===== config.mk =====
export PLATFORM = sky130hd
export DESIGN_NAME = seep_top
export DESIGN_NICKNAME = d
export VERILOG_FILES = /design/src/seep_top.v /design/src/seep_mem.v /design/src/seep_buf.v
export VERILOG_INCLUDE_DIRS = /design/src
export SDC_FILE = /design/constraint.sdc
export NUM_CORES = 1
export LEC_CHECK = 0
export ABC_AREA = 1
export BUFFER_PORTS_ARGS = -buffer_cell sky130_fd_sc_hd__buf_2
export CORE_AREA = 4 4 113 141
export CTS_CLUSTER_DIAMETER = 100
export DETAILED_ROUTE_END_ITERATION = 8
export DIE_AREA = 0 0 117 145
export GPL_TIMING_DRIVEN = 0
export PLACE_DENSITY = 0.79
export SLEW_MARGIN = 20
export SYNTH_ARGS = -nofsm -noshare
export SYNTH_HDL_FRONTEND = slang
export SYNTH_SLANG_ARGS = --single-unit

===== constraint.sdc =====
create_clock -name mclk -period 2.2 [get_ports mclk]
set_clock_uncertainty 0.15 [all_clocks]
set_input_delay 0.66 -clock mclk [delete_from_list [all_inputs] [get_ports mclk]]
set_output_delay 0.66 -clock mclk [all_outputs]
set_load 0.02 [all_outputs]

===== src/seep_regs.vh =====
// constants for the two-wire eeprom write path: address byte layout,
// variant codes, page masks, bit counts and write cycle time.
// assumes it is included by every file that uses its macros.
`ifndef SEEP_REGS_VH
`define SEEP_REGS_VH

// address byte layout
`define SEEP_DEV_CODE   4'ha
`define SEEP_DC_HI      7
`define SEEP_DC_LO      4
`define SEEP_SEL_HI     3
`define SEEP_SEL_LO     1
`define SEEP_RW_BIT     0

// variant codes for the DENSITY parameter
`define SEEP_DEN_2K     0
`define SEEP_DEN_4K     1
`define SEEP_DEN_8K     2
`define SEEP_DEN_16K    3

// which of the three select bits are compared with pins (rest are block bits)
`define SEEP_SELM_2K    3'h7
`define SEEP_SELM_4K    3'h6
`define SEEP_SELM_8K    3'h4
`define SEEP_SELM_16K   3'h0

// low word-address bits that roll inside a page
`define SEEP_PMASK_2K   8'h07
`define SEEP_PMASK_BIG  8'h0f
`define SEEP_PG_AW      4

// bit counter values
`define SEEP_BIT_LAST   4'h7
`define SEEP_BIT_ACK    4'h8

// memory address width: three block bits and eight word bits
`define SEEP_MADDR_W    11

// write cycle time
`define SEEP_T_WR_MS    5
`define SEEP_US_PER_MS  1000
`define SEEP_CLK_MHZ    100

// number of synchronised pins
`define SEEP_SYNC_N     6

`endif


===== src/seep_top.v =====
// two-wire serial eeprom slave, write side: address decode, byte and page
// write into a page store, write protect, busy during the write cycle.
// assumes scl/sda/pins are asynchronous to mclk; the array sits outside and
// takes committed bytes over a valid/ready port that may stall.
`timescale 1ns/1ps
`default_nettype none
`include "seep_regs.vh"

module seep_top #(
   parameter DENSITY  = `SEEP_DEN_2K,
   parameter WR_CYC   = `SEEP_T_WR_MS * `SEEP_US_PER_MS * `SEEP_CLK_MHZ,
   parameter WR_CNT_W = 20,
   parameter BUF_AW   = 1
)(
   input  wire                     mclk,
   input  wire                     rst,
   input  wire                     scl_in,
   input  wire                     sda_in,
   output wire                     sda_out,
   output wire                     sda_oe,
   input  wire                     addr_select_pin_0,
   input  wire                     addr_select_pin_1,
   input  wire                     addr_select_pin_2,
   input  wire                     wp_in,
   output wire                     wr_valid,
   input  wire                     wr_ready,
   output wire [`SEEP_MADDR_W-1:0] wr_addr,
   output wire [7:0]               wr_data,
   output wire                     busy
);

   ////////////////////////////////////////////////////////////////////////
   // constants

   localparam [2:0] ST_IDLE = 3'h0;
   localparam [2:0] ST_DEV  = 3'h1;
   localparam [2:0] ST_WORD = 3'h2;
   localparam [2:0] ST_DATA = 3'h3;
   localparam [2:0] ST_IGN  = 3'h4;

   localparam [1:0] CM_IDLE = 2'h0;
   localparam [1:0] CM_RD   = 2'h1;
   localparam [1:0] CM_PUSH = 2'h2;
   localparam [1:0] CM_WAIT = 2'h3;

   localparam [2:0] SELM = (DENSITY == `SEEP_DEN_2K) ? `SEEP_SELM_2K :
                           (DENSITY == `SEEP_DEN_4K) ? `SEEP_SELM_4K :
                           (DENSITY == `SEEP_DEN_8K) ? `SEEP_SELM_8K : `SEEP_SELM_16K;
   localparam [7:0] PMASK = (DENSITY == `SEEP_DEN_2K) ? `SEEP_PMASK_2K : `SEEP_PMASK_BIG;
   localparam [`SEEP_PG_AW-1:0] PG_LAST = PMASK[`SEEP_PG_AW-1:0];
   localparam [31:0]            WR_LAST_W = WR_CYC - 1;
   localparam [WR_CNT_W-1:0]    WR_LAST = WR_LAST_W[WR_CNT_W-1:0];
   localparam BW = `SEEP_MADDR_W + 8;

   ////////////////////////////////////////////////////////////////////////
   // pin synchronisers

   wire [`SEEP_SYNC_N-1:0] pin_raw;
   wire [`SEEP_SYNC_N-1:0] sy2;
   wire [`SEEP_SYNC_N-1:0] sy3;

   assign pin_raw = {wp_in, addr_select_pin_2, addr_select_pin_1, addr_select_pin_0, sda_in, scl_in};

   genvar gi;
   generate
      for (gi = 0; gi < `SEEP_SYNC_N; gi = gi + 1)
      begin : g_sync
         reg s1_reg;
         reg s2_reg;
         reg s3_reg;
         // first stage feeds only the second one
         always @(posedge mclk)
         begin
            if (rst)
            begin
               s1_reg <= 1'b0;
               s2_reg <= 1'b0;
               s3_reg <= 1'b0;
            end
            else
            begin
               s1_reg <= pin_raw[gi];
               s2_reg <= s1_reg;
               s3_reg <= s2_reg;
            end
         end
         assign sy2[gi] = s2_reg;
         assign sy3[gi] = s3_reg;
      end
   endgenerate

   wire       scl   = sy2[0];
   wire       scl_d = sy3[0];
   wire       sda   = sy2[1];
   wire       sda_d = sy3[1];
   wire [2:0] pins  = sy2[4:2];    // open pins arrive as zero
   wire       wp    = sy2[5];

   wire scl_rise  = scl & ~scl_d;
   wire scl_fall  = ~scl & scl_d;
   wire start_det = scl & scl_d & sda_d & ~sda;
   wire stop_det  = scl & scl_d & ~sda_d & sda;

   ////////////////////////////////////////////////////////////////////////
   // state

   reg [2:0]                st_reg;
   reg [3:0]                bit_reg;
   reg [7:0]                shift_reg;
   reg                      ack_pend_reg;
   reg                      oe_reg;
   reg [2:0]                blk_reg;
   reg [7:0]                word_reg;
   reg [(1<<`SEEP_PG_AW)-1:0] mask_reg;
   reg [1:0]                cm_reg;
   reg [`SEEP_PG_AW-1:0]    idx_reg;
   reg [WR_CNT_W-1:0]       wcnt_reg;

   wire       cm_busy = (cm_reg != CM_IDLE);
   wire [7:0] byte_in = {shift_reg[6:0], sda};
   wire       byte_end = scl_rise & (bit_reg == `SEEP_BIT_LAST) & (st_reg != ST_IDLE);

   ////////////////////////////////////////////////////////////////////////
   // address byte decode

   wire [2:0] sel_field = byte_in[`SEEP_SEL_HI:`SEEP_SEL_LO];
   wire       code_ok   = (byte_in[`SEEP_DC_HI:`SEEP_DC_LO] == `SEEP_DEV_CODE);
   wire       sel_ok    = (((sel_field ^ pins) & SELM) == 3'h0);
   wire [2:0] blk_in    = sel_field & ~SELM;
   wire       rd_dir    = byte_in[`SEEP_RW_BIT];

   // next word address: low page bits roll, upper bits stay
   wire [7:0] word_inc  = word_reg + 8'h01;
   wire [7:0] word_roll = (word_reg & ~PMASK) | (word_inc & PMASK);

   wire                   pg_we    = byte_end & (st_reg == ST_DATA) & ~wp;
   wire [`SEEP_PG_AW-1:0] pg_waddr = word_reg[`SEEP_PG_AW-1:0] & PMASK[`SEEP_PG_AW-1:0];
   wire [(1<<`SEEP_PG_AW)-1:0] pg_bit =
      {{((1<<`SEEP_PG_AW)-1){1'b0}}, 1'b1} << pg_waddr;

   wire commit_go = stop_det & (st_reg == ST_DATA) & (mask_reg != {(1<<`SEEP_PG_AW){1'b0}}) & ~cm_busy;

   ////////////////////////////////////////////////////////////////////////
   // bus protocol

   always @(posedge mclk)
   begin
      if (rst)
      begin
         st_reg       <= ST_IDLE;
         bit_reg      <= 4'h0;
         shift_reg    <= 8'h00;
         ack_pend_reg <= 1'b0;
         oe_reg       <= 1'b0;
         blk_reg      <= 3'h0;
         word_reg     <= 8'h00;
         mask_reg     <= {(1<<`SEEP_PG_AW){1'b0}};
      end
      else if (start_det)
      begin
         // every operation opens here, also a repeated start
         st_reg       <= ST_DEV;
         bit_reg      <= 4'h0;
         ack_pend_reg <= 1'b0;
         oe_reg       <= 1'b0;
      end
      else if (stop_det)
      begin
         // page store handed to the commit side by commit_go
         st_reg       <= ST_IDLE;
         bit_reg      <= 4'h0;
         ack_pend_reg <= 1'b0;
         oe_reg       <= 1'b0;
      end
      else
      begin
         if (scl_rise & (st_reg != ST_IDLE))
         begin
            shift_reg <= byte_in;
            if (bit_reg == `SEEP_BIT_ACK)
            begin
               bit_reg <= 4'h0;
            end
            else
            begin
               bit_reg <= bit_reg + 4'h1;
            end
         end
         // ack drives from the falling edge after bit eight to the one after clock nine
         if (scl_fall)
         begin
            if (ack_pend_reg)
            begin
               oe_reg       <= 1'b1;
               ack_pend_reg <= 1'b0;
            end
            else if (oe_reg & (bit_reg == 4'h0))
            begin
               oe_reg <= 1'b0;
            end
         end
         if (byte_end)
         begin
            case (st_reg)
               ST_DEV:
               begin
                  if (code_ok & sel_ok & ~cm_busy)
                  begin
                     ack_pend_reg <= 1'b1;
                     // read side is not built: after the poll ack the bus is let go
                     if (rd_dir)
                     begin
                        st_reg <= ST_IGN;
                     end
                     else
                     begin
                        st_reg   <= ST_WORD;
                        blk_reg  <= blk_in;
                        mask_reg <= {(1<<`SEEP_PG_AW){1'b0}};
                     end
                  end
                  else
                  begin
                     st_reg <= ST_IGN;
                  end
               end
               ST_WORD:
               begin
                  ack_pend_reg <= 1'b1;
                  word_reg     <= byte_in;
                  st_reg       <= ST_DATA;
               end
               ST_DATA:
               begin
                  if (~wp)
                  begin
                     ack_pend_reg <= 1'b1;
                     mask_reg     <= mask_reg | pg_bit;
                     word_reg     <= word_roll;
                  end
                  // protected: byte dropped, no ack
               end
               ST_IGN:
               begin
                  st_reg <= ST_IGN;
               end
               default:
               begin
                  st_reg <= ST_IDLE;
               end
            endcase
         end
      end
   end

   ////////////////////////////////////////////////////////////////////////
   // write cycle: drain the page store, then hold busy for the write time

   wire                   pg_re    = (cm_reg == CM_RD);
   wire [7:0]             pg_rdata;
   wire                   buf_in_ready;
   wire                   slot_hit = mask_reg[idx_reg];
   wire                   buf_in_valid = (cm_reg == CM_PUSH) & slot_hit;
   wire                   advance  = (cm_reg == CM_PUSH) & (~slot_hit | buf_in_ready);
   wire [7:0]             pg_addr  = (word_reg & ~PMASK) | {{(8-`SEEP_PG_AW){1'b0}}, idx_reg};
   wire [BW-1:0]          buf_in_data = {blk_reg, pg_addr, pg_rdata};
   wire [BW-1:0]          buf_out_data;

   always @(posedge mclk)
   begin
      if (rst)
      begin
         cm_reg   <= CM_IDLE;
         idx_reg  <= {`SEEP_PG_AW{1'b0}};
         wcnt_reg <= {WR_CNT_W{1'b0}};
      end
      else
      begin
         case (cm_reg)
            CM_IDLE:
            begin
               if (commit_go)
               begin
                  cm_reg  <= CM_RD;
                  idx_reg <= {`SEEP_PG_AW{1'b0}};
               end
            end
            CM_RD:
            begin
               cm_reg <= CM_PUSH;
            end
            CM_PUSH:
            begin
               // a stalled array holds us here and stretches busy
               if (advance)
               begin
                  if (idx_reg == PG_LAST)
                  begin
                     cm_reg   <= CM_WAIT;
                     wcnt_reg <= {WR_CNT_W{1'b0}};
                  end
                  else
                  begin
                     idx_reg <= idx_reg + {{(`SEEP_PG_AW-1){1'b0}}, 1'b1};
                     cm_reg  <= CM_RD;
                  end
               end
            end
            CM_WAIT:
            begin
               if (wcnt_reg == WR_LAST)
               begin
                  cm_reg <= CM_IDLE;
               end
               else
               begin
                  wcnt_reg <= wcnt_reg + {{(WR_CNT_W-1){1'b0}}, 1'b1};
               end
            end
            default:
            begin
               cm_reg <= CM_IDLE;
            end
         endcase
      end
   end

   ////////////////////////////////////////////////////////////////////////
   // page store and output buffer

   seep_mem #(
      .DW (8),
      .AW (`SEEP_PG_AW)
   ) u_page (
      .clk   (mclk),
      .we    (pg_we),
      .waddr (pg_waddr),
      .wdata (byte_in),
      .re    (pg_re),
      .raddr (idx_reg),
      .rdata (pg_rdata)
   );

   seep_buf #(
      .W  (BW),
      .AW (BUF_AW)
   ) u_buf (
      .clk       (mclk),
      .rst       (rst),
      .in_valid  (buf_in_valid),
      .in_ready  (buf_in_ready),
      .in_data   (buf_in_data),
      .out_valid (wr_valid),
      .out_ready (wr_ready),
      .out_data  (buf_out_data)
   );

   ////////////////////////////////////////////////////////////////////////
   // outputs

   // open drain: only ever pulls low
   assign sda_out = 1'b0;
   assign sda_oe  = oe_reg;
   assign wr_addr = buf_out_data[BW-1:8];
   assign wr_data = buf_out_data[7:0];
   assign busy    = cm_busy;

endmodule // seep_top

`default_nettype wire


===== src/seep_mem.v =====
// small page store: one write port, one read port with registered data.
// assumes a single clock; read data hold until the next read enable.
`timescale 1ns/1ps
`default_nettype none

module seep_mem #(
   parameter DW = 8,
   parameter AW = 4
)(
   input  wire          clk,
   input  wire          we,
   input  wire [AW-1:0] waddr,
   input  wire [DW-1:0] wdata,
   input  wire          re,
   input  wire [AW-1:0] raddr,
   output reg  [DW-1:0] rdata
);

   reg [DW-1:0] mem_reg [0:(1<<AW)-1];

   always @(posedge clk)
   begin
      if (we)
      begin
         mem_reg[waddr] <= wdata;
      end
      if (re)
      begin
         rdata <= mem_reg[raddr];
      end
   end

endmodule // seep_mem

`default_nettype wire


===== src/seep_buf.v =====
// small valid/ready buffer, 2**AW entries, first in first out.
// assumes both sides on one clock; synchronous active high reset.
`timescale 1ns/1ps
`default_nettype none

module seep_buf #(
   parameter W  = 19,
   parameter AW = 1
)(
   input  wire         clk,
   input  wire         rst,
   input  wire         in_valid,
   output wire         in_ready,
   input  wire [W-1:0] in_data,
   output wire         out_valid,
   input  wire         out_ready,
   output wire [W-1:0] out_data
);

   localparam DEPTH = 1 << AW;

   reg [W-1:0]  slot_reg [0:DEPTH-1];
   reg [AW-1:0] wptr_reg;
   reg [AW-1:0] rptr_reg;
   reg [AW:0]   cnt_reg;

   wire push = in_valid & in_ready;
   wire pop  = out_valid & out_ready;

   // full and empty come straight from the occupancy count
   assign in_ready  = (cnt_reg != DEPTH[AW:0]);
   assign out_valid = (cnt_reg != {(AW+1){1'b0}});
   assign out_data  = slot_reg[rptr_reg];

   always @(posedge clk)
   begin
      if (push)
      begin
         slot_reg[wptr_reg] <= in_data;
      end
   end

   always @(posedge clk)
   begin
      if (rst)
      begin
         wptr_reg <= {AW{1'b0}};
         rptr_reg <= {AW{1'b0}};
         cnt_reg  <= {(AW+1){1'b0}};
      end
      else
      begin
         if (push)
         begin
            wptr_reg <= wptr_reg + {{(AW-1){1'b0}}, 1'b1};
         end
         if (pop)
         begin
            rptr_reg <= rptr_reg + {{(AW-1){1'b0}}, 1'b1};
         end
         if (push & ~pop)
         begin
            cnt_reg <= cnt_reg + {{AW{1'b0}}, 1'b1};
         end
         else if (pop & ~push)
         begin
            cnt_reg <= cnt_reg - {{AW{1'b0}}, 1'b1};
         end
      end
   end

endmodule // seep_buf

`default_nettype wire


Word level (Yosys, flattened, before mapping)
Memory sizes are Yosys's and may differ from the RTL's. A register that Yosys moved wholly into a read port is not among the register bits.
Cells that the tools add are included.
{"block": "totals", "reg_bits": 84, "mem_bits_rw": 160, "input_bits": 9, "mem_count": 2}
{"name": "u_page.mem_reg", "depth": 16, "width": 8, "read_ports": 1, "rd_clocked_by_memory_dff": 1, "wr": 1, "line": "seep_mem.v:19", "source": "reg [DW-1:0] mem_reg [0:(1<<AW)-1];"}
{"name": "u_buf.slot_reg", "depth": 2, "width": 16, "read_ports": 1, "rd_clocked_by_memory_dff": 1, "wr": 1, "line": "seep_buf.v:22", "source": "reg [W-1:0] slot_reg [0:DEPTH-1];"}
{"block": "op_classes", "n_addsub": 8, "magnitude_cmp": 1, "eq_ne": 23, "shifts": 1, "muxes": 43, "n_bitwise": 41, "n_reduce_logical": 24}
{"op": "20-bit 2-to-1 mux", "count": 3}
{"op": "16-bit 2-to-1 mux", "count": 3}
{"op": "20-bit case mux with 2 select lines", "count": 1}
{"op": "16-bit case mux with 2 select lines", "count": 1}
{"op": "1-bit AND", "count": 24}
{"op": "20-bit by 1-bit adder with 20-bit output, second input constant", "count": 1}
{"op": "20-bit by 19-bit equality test with 1-bit output, second input constant", "count": 1}
{"op": "2-bit != test, second input constant", "count": 9}
{"op": "1-bit 2-to-1 mux", "count": 16}
{"op": "4-bit 2-to-1 mux", "count": 4}
{"op": "16-bit bitwise OR", "count": 1}
{"op": "8-bit case mux with 2 select lines", "count": 1}
{"op": "16-bit nonzero test", "count": 1}
{"op": "2-bit nonzero test", "count": 8}
{"op": "1-bit by 3-bit << shifter with 16-bit output, first input constant", "count": 1}
{"op": "2-bit 2-to-1 mux", "count": 6}
{"op": "1-bit inverter", "count": 12}
{"op": "3-bit case mux with 4 select lines", "count": 1}
{"op": "4-bit by 1-bit adder with 4-bit output, second input constant", "count": 2}
{"op": "4-bit by 3-bit equality test with 1-bit output, second input constant", "count": 2}
{"op": "4-bit equality test, second input constant", "count": 2}
{"op": "8-bit 2-to-1 mux", "count": 1}
{"op": "8-bit by 3-bit bitwise OR with 8-bit output", "count": 1}
{"op": "8-bit by 4-bit bitwise OR with 8-bit output", "count": 1}
{"op": "29 further kinds", "count": 38}

Longest topological paths before layout
{"block": "depth", "ltp_word": 9, "ltp_mapped": 13}

Hierarchy
Synthesis repeated with hierarchy kept, for this count alone.
{"block": "hier_totals", "cells_unflattened": 1202, "area_unflattened_um2": 11365.9}
{"mod": "seep_mem", "n_inst": 1, "cells_each": 551, "area_per_inst_um2": 5846.9, "seq_area_each_um2": 4083.9}
{"mod": "seep_top", "n_inst": 1, "cells_each": 555, "area_per_inst_um2": 3856.2, "seq_area_each_um2": 1441.4}
{"mod": "seep_buf", "n_inst": 1, "cells_each": 96, "area_per_inst_um2": 1662.8, "seq_area_each_um2": 1241.2}

Worst setup path after synthesis
Ideal clock, no wire load.
{"block": "synth_path", "path_kind": "reg2reg", "from": "register idx_reg[0]", "to": "memory u_buf.slot_reg[0][0] in the netlist's numbering, enable pin", "setup_ps": 388, "t_arrival_ps": 1813, "required_time_ps": 1662, "slack_ps": -151, "stages_incl_launch_ff": 10, "n_path_buf": 1, "cell_sequence": "dfxtp_1 buf_4 nand2_1 nand3_1 nand3_1 nand2_2 nand2_1 nor2_1 inv_1 nor2_1"}
{"block": "synth_via", "elab_chain_cells": 6}
{"element": "from (decl)", "line": "seep_top.v:116", "source": "reg [`SEEP_PG_AW-1:0] idx_reg;"}
{"element": "from (signal assigned)", "line": "seep_top.v:274", "source": "idx_reg <= {`SEEP_PG_AW{1'b0}};"}
{"element": "from (signal assigned)", "line": "seep_top.v:285", "source": "idx_reg <= {`SEEP_PG_AW{1'b0}};"}
{"element": "from (signal assigned)", "line": "seep_top.v:304", "source": "idx_reg <= idx_reg + {{(`SEEP_PG_AW-1){1'b0}}, 1'b1};"}
{"element": "1-bit binary-select mux with 4-bit select", "line": "seep_top.v:262", "source": "wire slot_hit = mask_reg[idx_reg];"}
{"element": "1-bit 2-to-1 mux (implied by the code)", "line": "seep_top.v:262"}
{"element": "1-bit AND", "line": "seep_top.v:263", "source": "wire buf_in_valid = (cm_reg == CM_PUSH) & slot_hit;"}
{"element": "1-bit AND", "line": "seep_buf.v:27", "source": "wire push = in_valid & in_ready;"}
{"element": "net u_buf.push", "line": "seep_buf.v:27"}
{"element": "1-bit 2-to-1 mux", "line": "seep_buf.v:37", "source": "if (push)"}
{"element": "1-bit 2-to-1 mux (implied by the code)", "line": "seep_buf.v:39", "source": "slot_reg[wptr_reg] <= in_data;"}
{"element": "to (decl)", "line": "seep_buf.v:22"}
The timed path passes the listed nets, and every way through them passes these cells. The select of a mux whose other input is x is not followed.

==> impl_results.md <==
* Status: complete, but fails checks
* Failing checks: negative setup slack
* Placed Instances at 1051
* Post-CTS Hold Buffers at 0
* Design area at 0.00937 mm^2
* Initial antenna violation count at 0
* Non-Filler Instances at 1096
* CTS H-tree depth at 4
* DR DRC count at 0
* GPL Wtd Cong at 0.910
* Dominant cells by area after synthesis: edfxtp_1 (40%), dfxtp_1 (20%), nor2_1 (7.8%)
* CTS Buf Count at 17
* CP bufs+invs at 2
* Critical Path Source Type: flip-flop
* Worst-Skew Late Latency at 0.43 ns
* Largest net degree at the start of global routing at 18
* Setup ws final at -0.0288 ns
* Vias at 5962
* Relative slew slack at 0.470
* Hpwl dp at 11.1 mm
* Synthesized area at 0.00789 mm^2
* I/O pin count at 32
* Ant diodes at 0
* Area post-placement at 0.00827 mm^2
* Max reg flops at 64
* Final setup vio count at 15
* Slowest-stage cell, CP: dfxtp_4
* Die Area at 0.0170 mm^2
* Via density at 5.44
* Pwr Density at 732 mW/mm^2
* Cell count after synthesis at 843
* CP Capture Type: output pin
* Endpoints failing hold at 0
* Post-synthesis compound-gate area fraction at 0.0896
* Nets@finish at 925
* Critical path, cell by cell: buf_8, mux2_4, buf_6
* WS Path Type: flip-flop to output pin
* Tightest Pin Transition at 0.792 ns
* Yosys reg bits at 181
* Post-synth top area share at 0.396
* Worst-path maximum fanout at 5
* Slew Viols, Final at 0
* Area Growth Syn to Fin at 18.7%
* Simple-gate portion of the synthesized area at 0.207
* Global-route wire length before repair at 28.0 mm
* Adder-Cell Fraction of Synth Area at 0.0174
* Drt total wl at 17.3 mm
* Req. time, crit path at 1.39 ns
* Fmax at 0.449 GHz
* Worst Hold End: g_sync[4].s2_reg
* Antenna Nets Post-Route at 0
* CTS Sinks at 181
* Longest Clk Path Bufs at 2
* Starting Density at 0.545
* Hold Crit Class: flip-flop to flip-flop
* R2R depth at 7
* Hold Crit Start: g_sync[4].s1_reg
* Fin crit share at 1.01
* Cell row count at 49
* Worst VDD drop at 0.478 mV
* Port Buf Inserts at 27
* Worst hold path depth at 2
* Clk slew on worst S/H paths at 0.06 ns
* Die Ht at 145 um
* Tot GR Track Use at 0.210
* TritonCTS clock tree: done
* Total grt overflow at 0
* Critical R2R Capture: u_page.mem_reg[1][1]
* Synth area leader: edfxtp_1
* Sequential-to-total area share from yosys stat at 0.591
* Number of global-route vias before repair at 5736
* Pleak at 3.37 nW
* Share of post-route cells with drive strength above 1 at 0.169
* Post-Syn Area per Cell at 9.36 um^2
* Initial DRC Count at 572
* Ys Warns at 0
* CP top delay family: flip-flops
* Post-synthesis mux area share at 0.0228
* Fill count at 1106
* Die width at 117 um
* R2R Setup Slk at 0.09 ns
* Xor/xnor cell area share of the yosys netlist at 0.0133
* Clk root buf: clkbuf_16
* Unrepaired setup endpoints after global routing: yes
* Critical Path Max Stage Delay at 0.40 ns
* TritonRoute pass-1 iters at 5
* Minimum clock period at 2.23 ns
* WL per Instance at 15.8 um
* Core area at 0.0145 mm^2
* CP Data Arrival Time at 1.42 ns
* Largest family of logic cells by synthesized area: simple AND/OR/NAND/NOR gates
* Reg2reg start: bit_reg[1]
* Unique masters post-synth at 39
* Max-cap violations at 0
-- synth_stat cells, drive strengths merged --
cell type and n:
a211oi 1, a21oi 51, a311oi 1, a31oi 9
buf 14, clkbuf 16, clkinv 3, conb 1
dfxtp 77, edfxtp 104, ha 11, inv 78
mux2 16, nand2 127, nand3 43, nand3b 1
nand4 17, nor2 171, nor3 7, nor3b 2
o21a 1, o21ai 62, o21bai 1, o22ai 8
or2 9, xnor2 3, xor2 9
-- layout by cell type (no fill, tap or decap), types with 9 or more instances in the layout --
cell type	instances
buf_2	12
a21oi_1	50
o21ai_0	59
nand3_1	39
xor2_1	9
edfxtp_1	104
mux2_4	16
clkbuf_1	15
buf_6	20
a31oi_1	9
ha_1	10
nand2_1	118
buf_4	13
clkbuf_16	17
dfxtp_1	72
nor2_4	9
nor2_1	157
nand4_1	17
inv_1	71
or2_2	9
-- tightest hold or removal path: stages, from the launching register on --
cell	delay [ns]
dfxtp_1	0.30
inv_1	0.04
nor2_1	0.03
-- kinds of logic (layout without fill, tap and decap cells) --
kind of cell             Yosys count  after routing
multiplexers                      16             16
buffers and inverters            111            183
adder cells (fa/ha/maj)           11             11
AND/OR/NAND/NOR                  377            377
flip-flops                       181            181
AO/OA/AOI/OAI                    134            134
other                              1              4
XOR/XNOR                          12             12
-- worst max-delay path by stage --
stage / cells past startpoint / start / slack [ns] / to
after global routing: 3 / flip-flop / -0.06 / wr_addr[7]
after CTS: 3 / flip-flop / -0.09 / wr_data[7]
after floorplan: 6 / bit_reg[0] / -0.03 / u_page.mem_reg[0][0]
after detailed placement: 6 / bit_reg[0] / -0.56 / u_page.mem_reg[2][3]
final: 3 / flip-flop / -0.03 / wr_addr[6]
after global placement: 6 / bit_reg[0] / -0.66 / u_page.mem_reg[1][6]
-- routing by layer --
layer,up-vias,GRT usage,part of all wire
li1,2953,-,-
met1,2783,0.265,0.42
met2,188,0.349,0.51
met3,38,0.0392,0.049
met4,0,0.0895,0.024
met5,-,0,0
-- report_power, final --
group / switching, mW / internal, mW / total (mW)
Combinational: 0.118 / 0.0985 / 0.217
Clock: 1.33 / 1.74 / 3.07
Sequential: 0.0137 / 3.56 / 3.57
-- repair_timing --
| item | 4_1_cts | 5_1_grt |
|---|---|---|
| cloned | 1 | 0 |
| setup endpoints to repair | 115 | 132 |
| resized for setup | 59 | 27 |
| pin swaps | 5 | 5 |
| buffers inserted | 8 | 5 |
-- through the flow --
step	power (mW)	setup TNS, ns	util	hold WS, ns	setup slack (ns)
after floorplan	3.76	-0.839	-	0.238	-0.0350
after global placement	3.80	-28.96	0.571	0.240	-0.660
after detailed placement	3.81	-29.27	0.572	0.243	-0.560
after CTS	6.89	-0.746	0.639	0.253	-0.0869
after global routing	7.06	-0.869	0.647	0.269	-0.0631
final	6.86	-0.250	0.647	0.252	-0.0288
-- area by class of cell --
class / instances / area (um^2) / share of cell area
tap: 178 / 223 / 0.0238
buffer: 29 / 174 / 0.0186
inverter: 81 / 304 / 0.0325
multi-input combinational: 554 / 2950 / 0.315
clock inverter: 14 / 169 / 0.0180
sequential: 181 / 4680 / 0.499
clock buffer: 18 / 439 / 0.0469
timing repair buffer: 41 / 435 / 0.0465
Power figures use the tool's default switching activity.
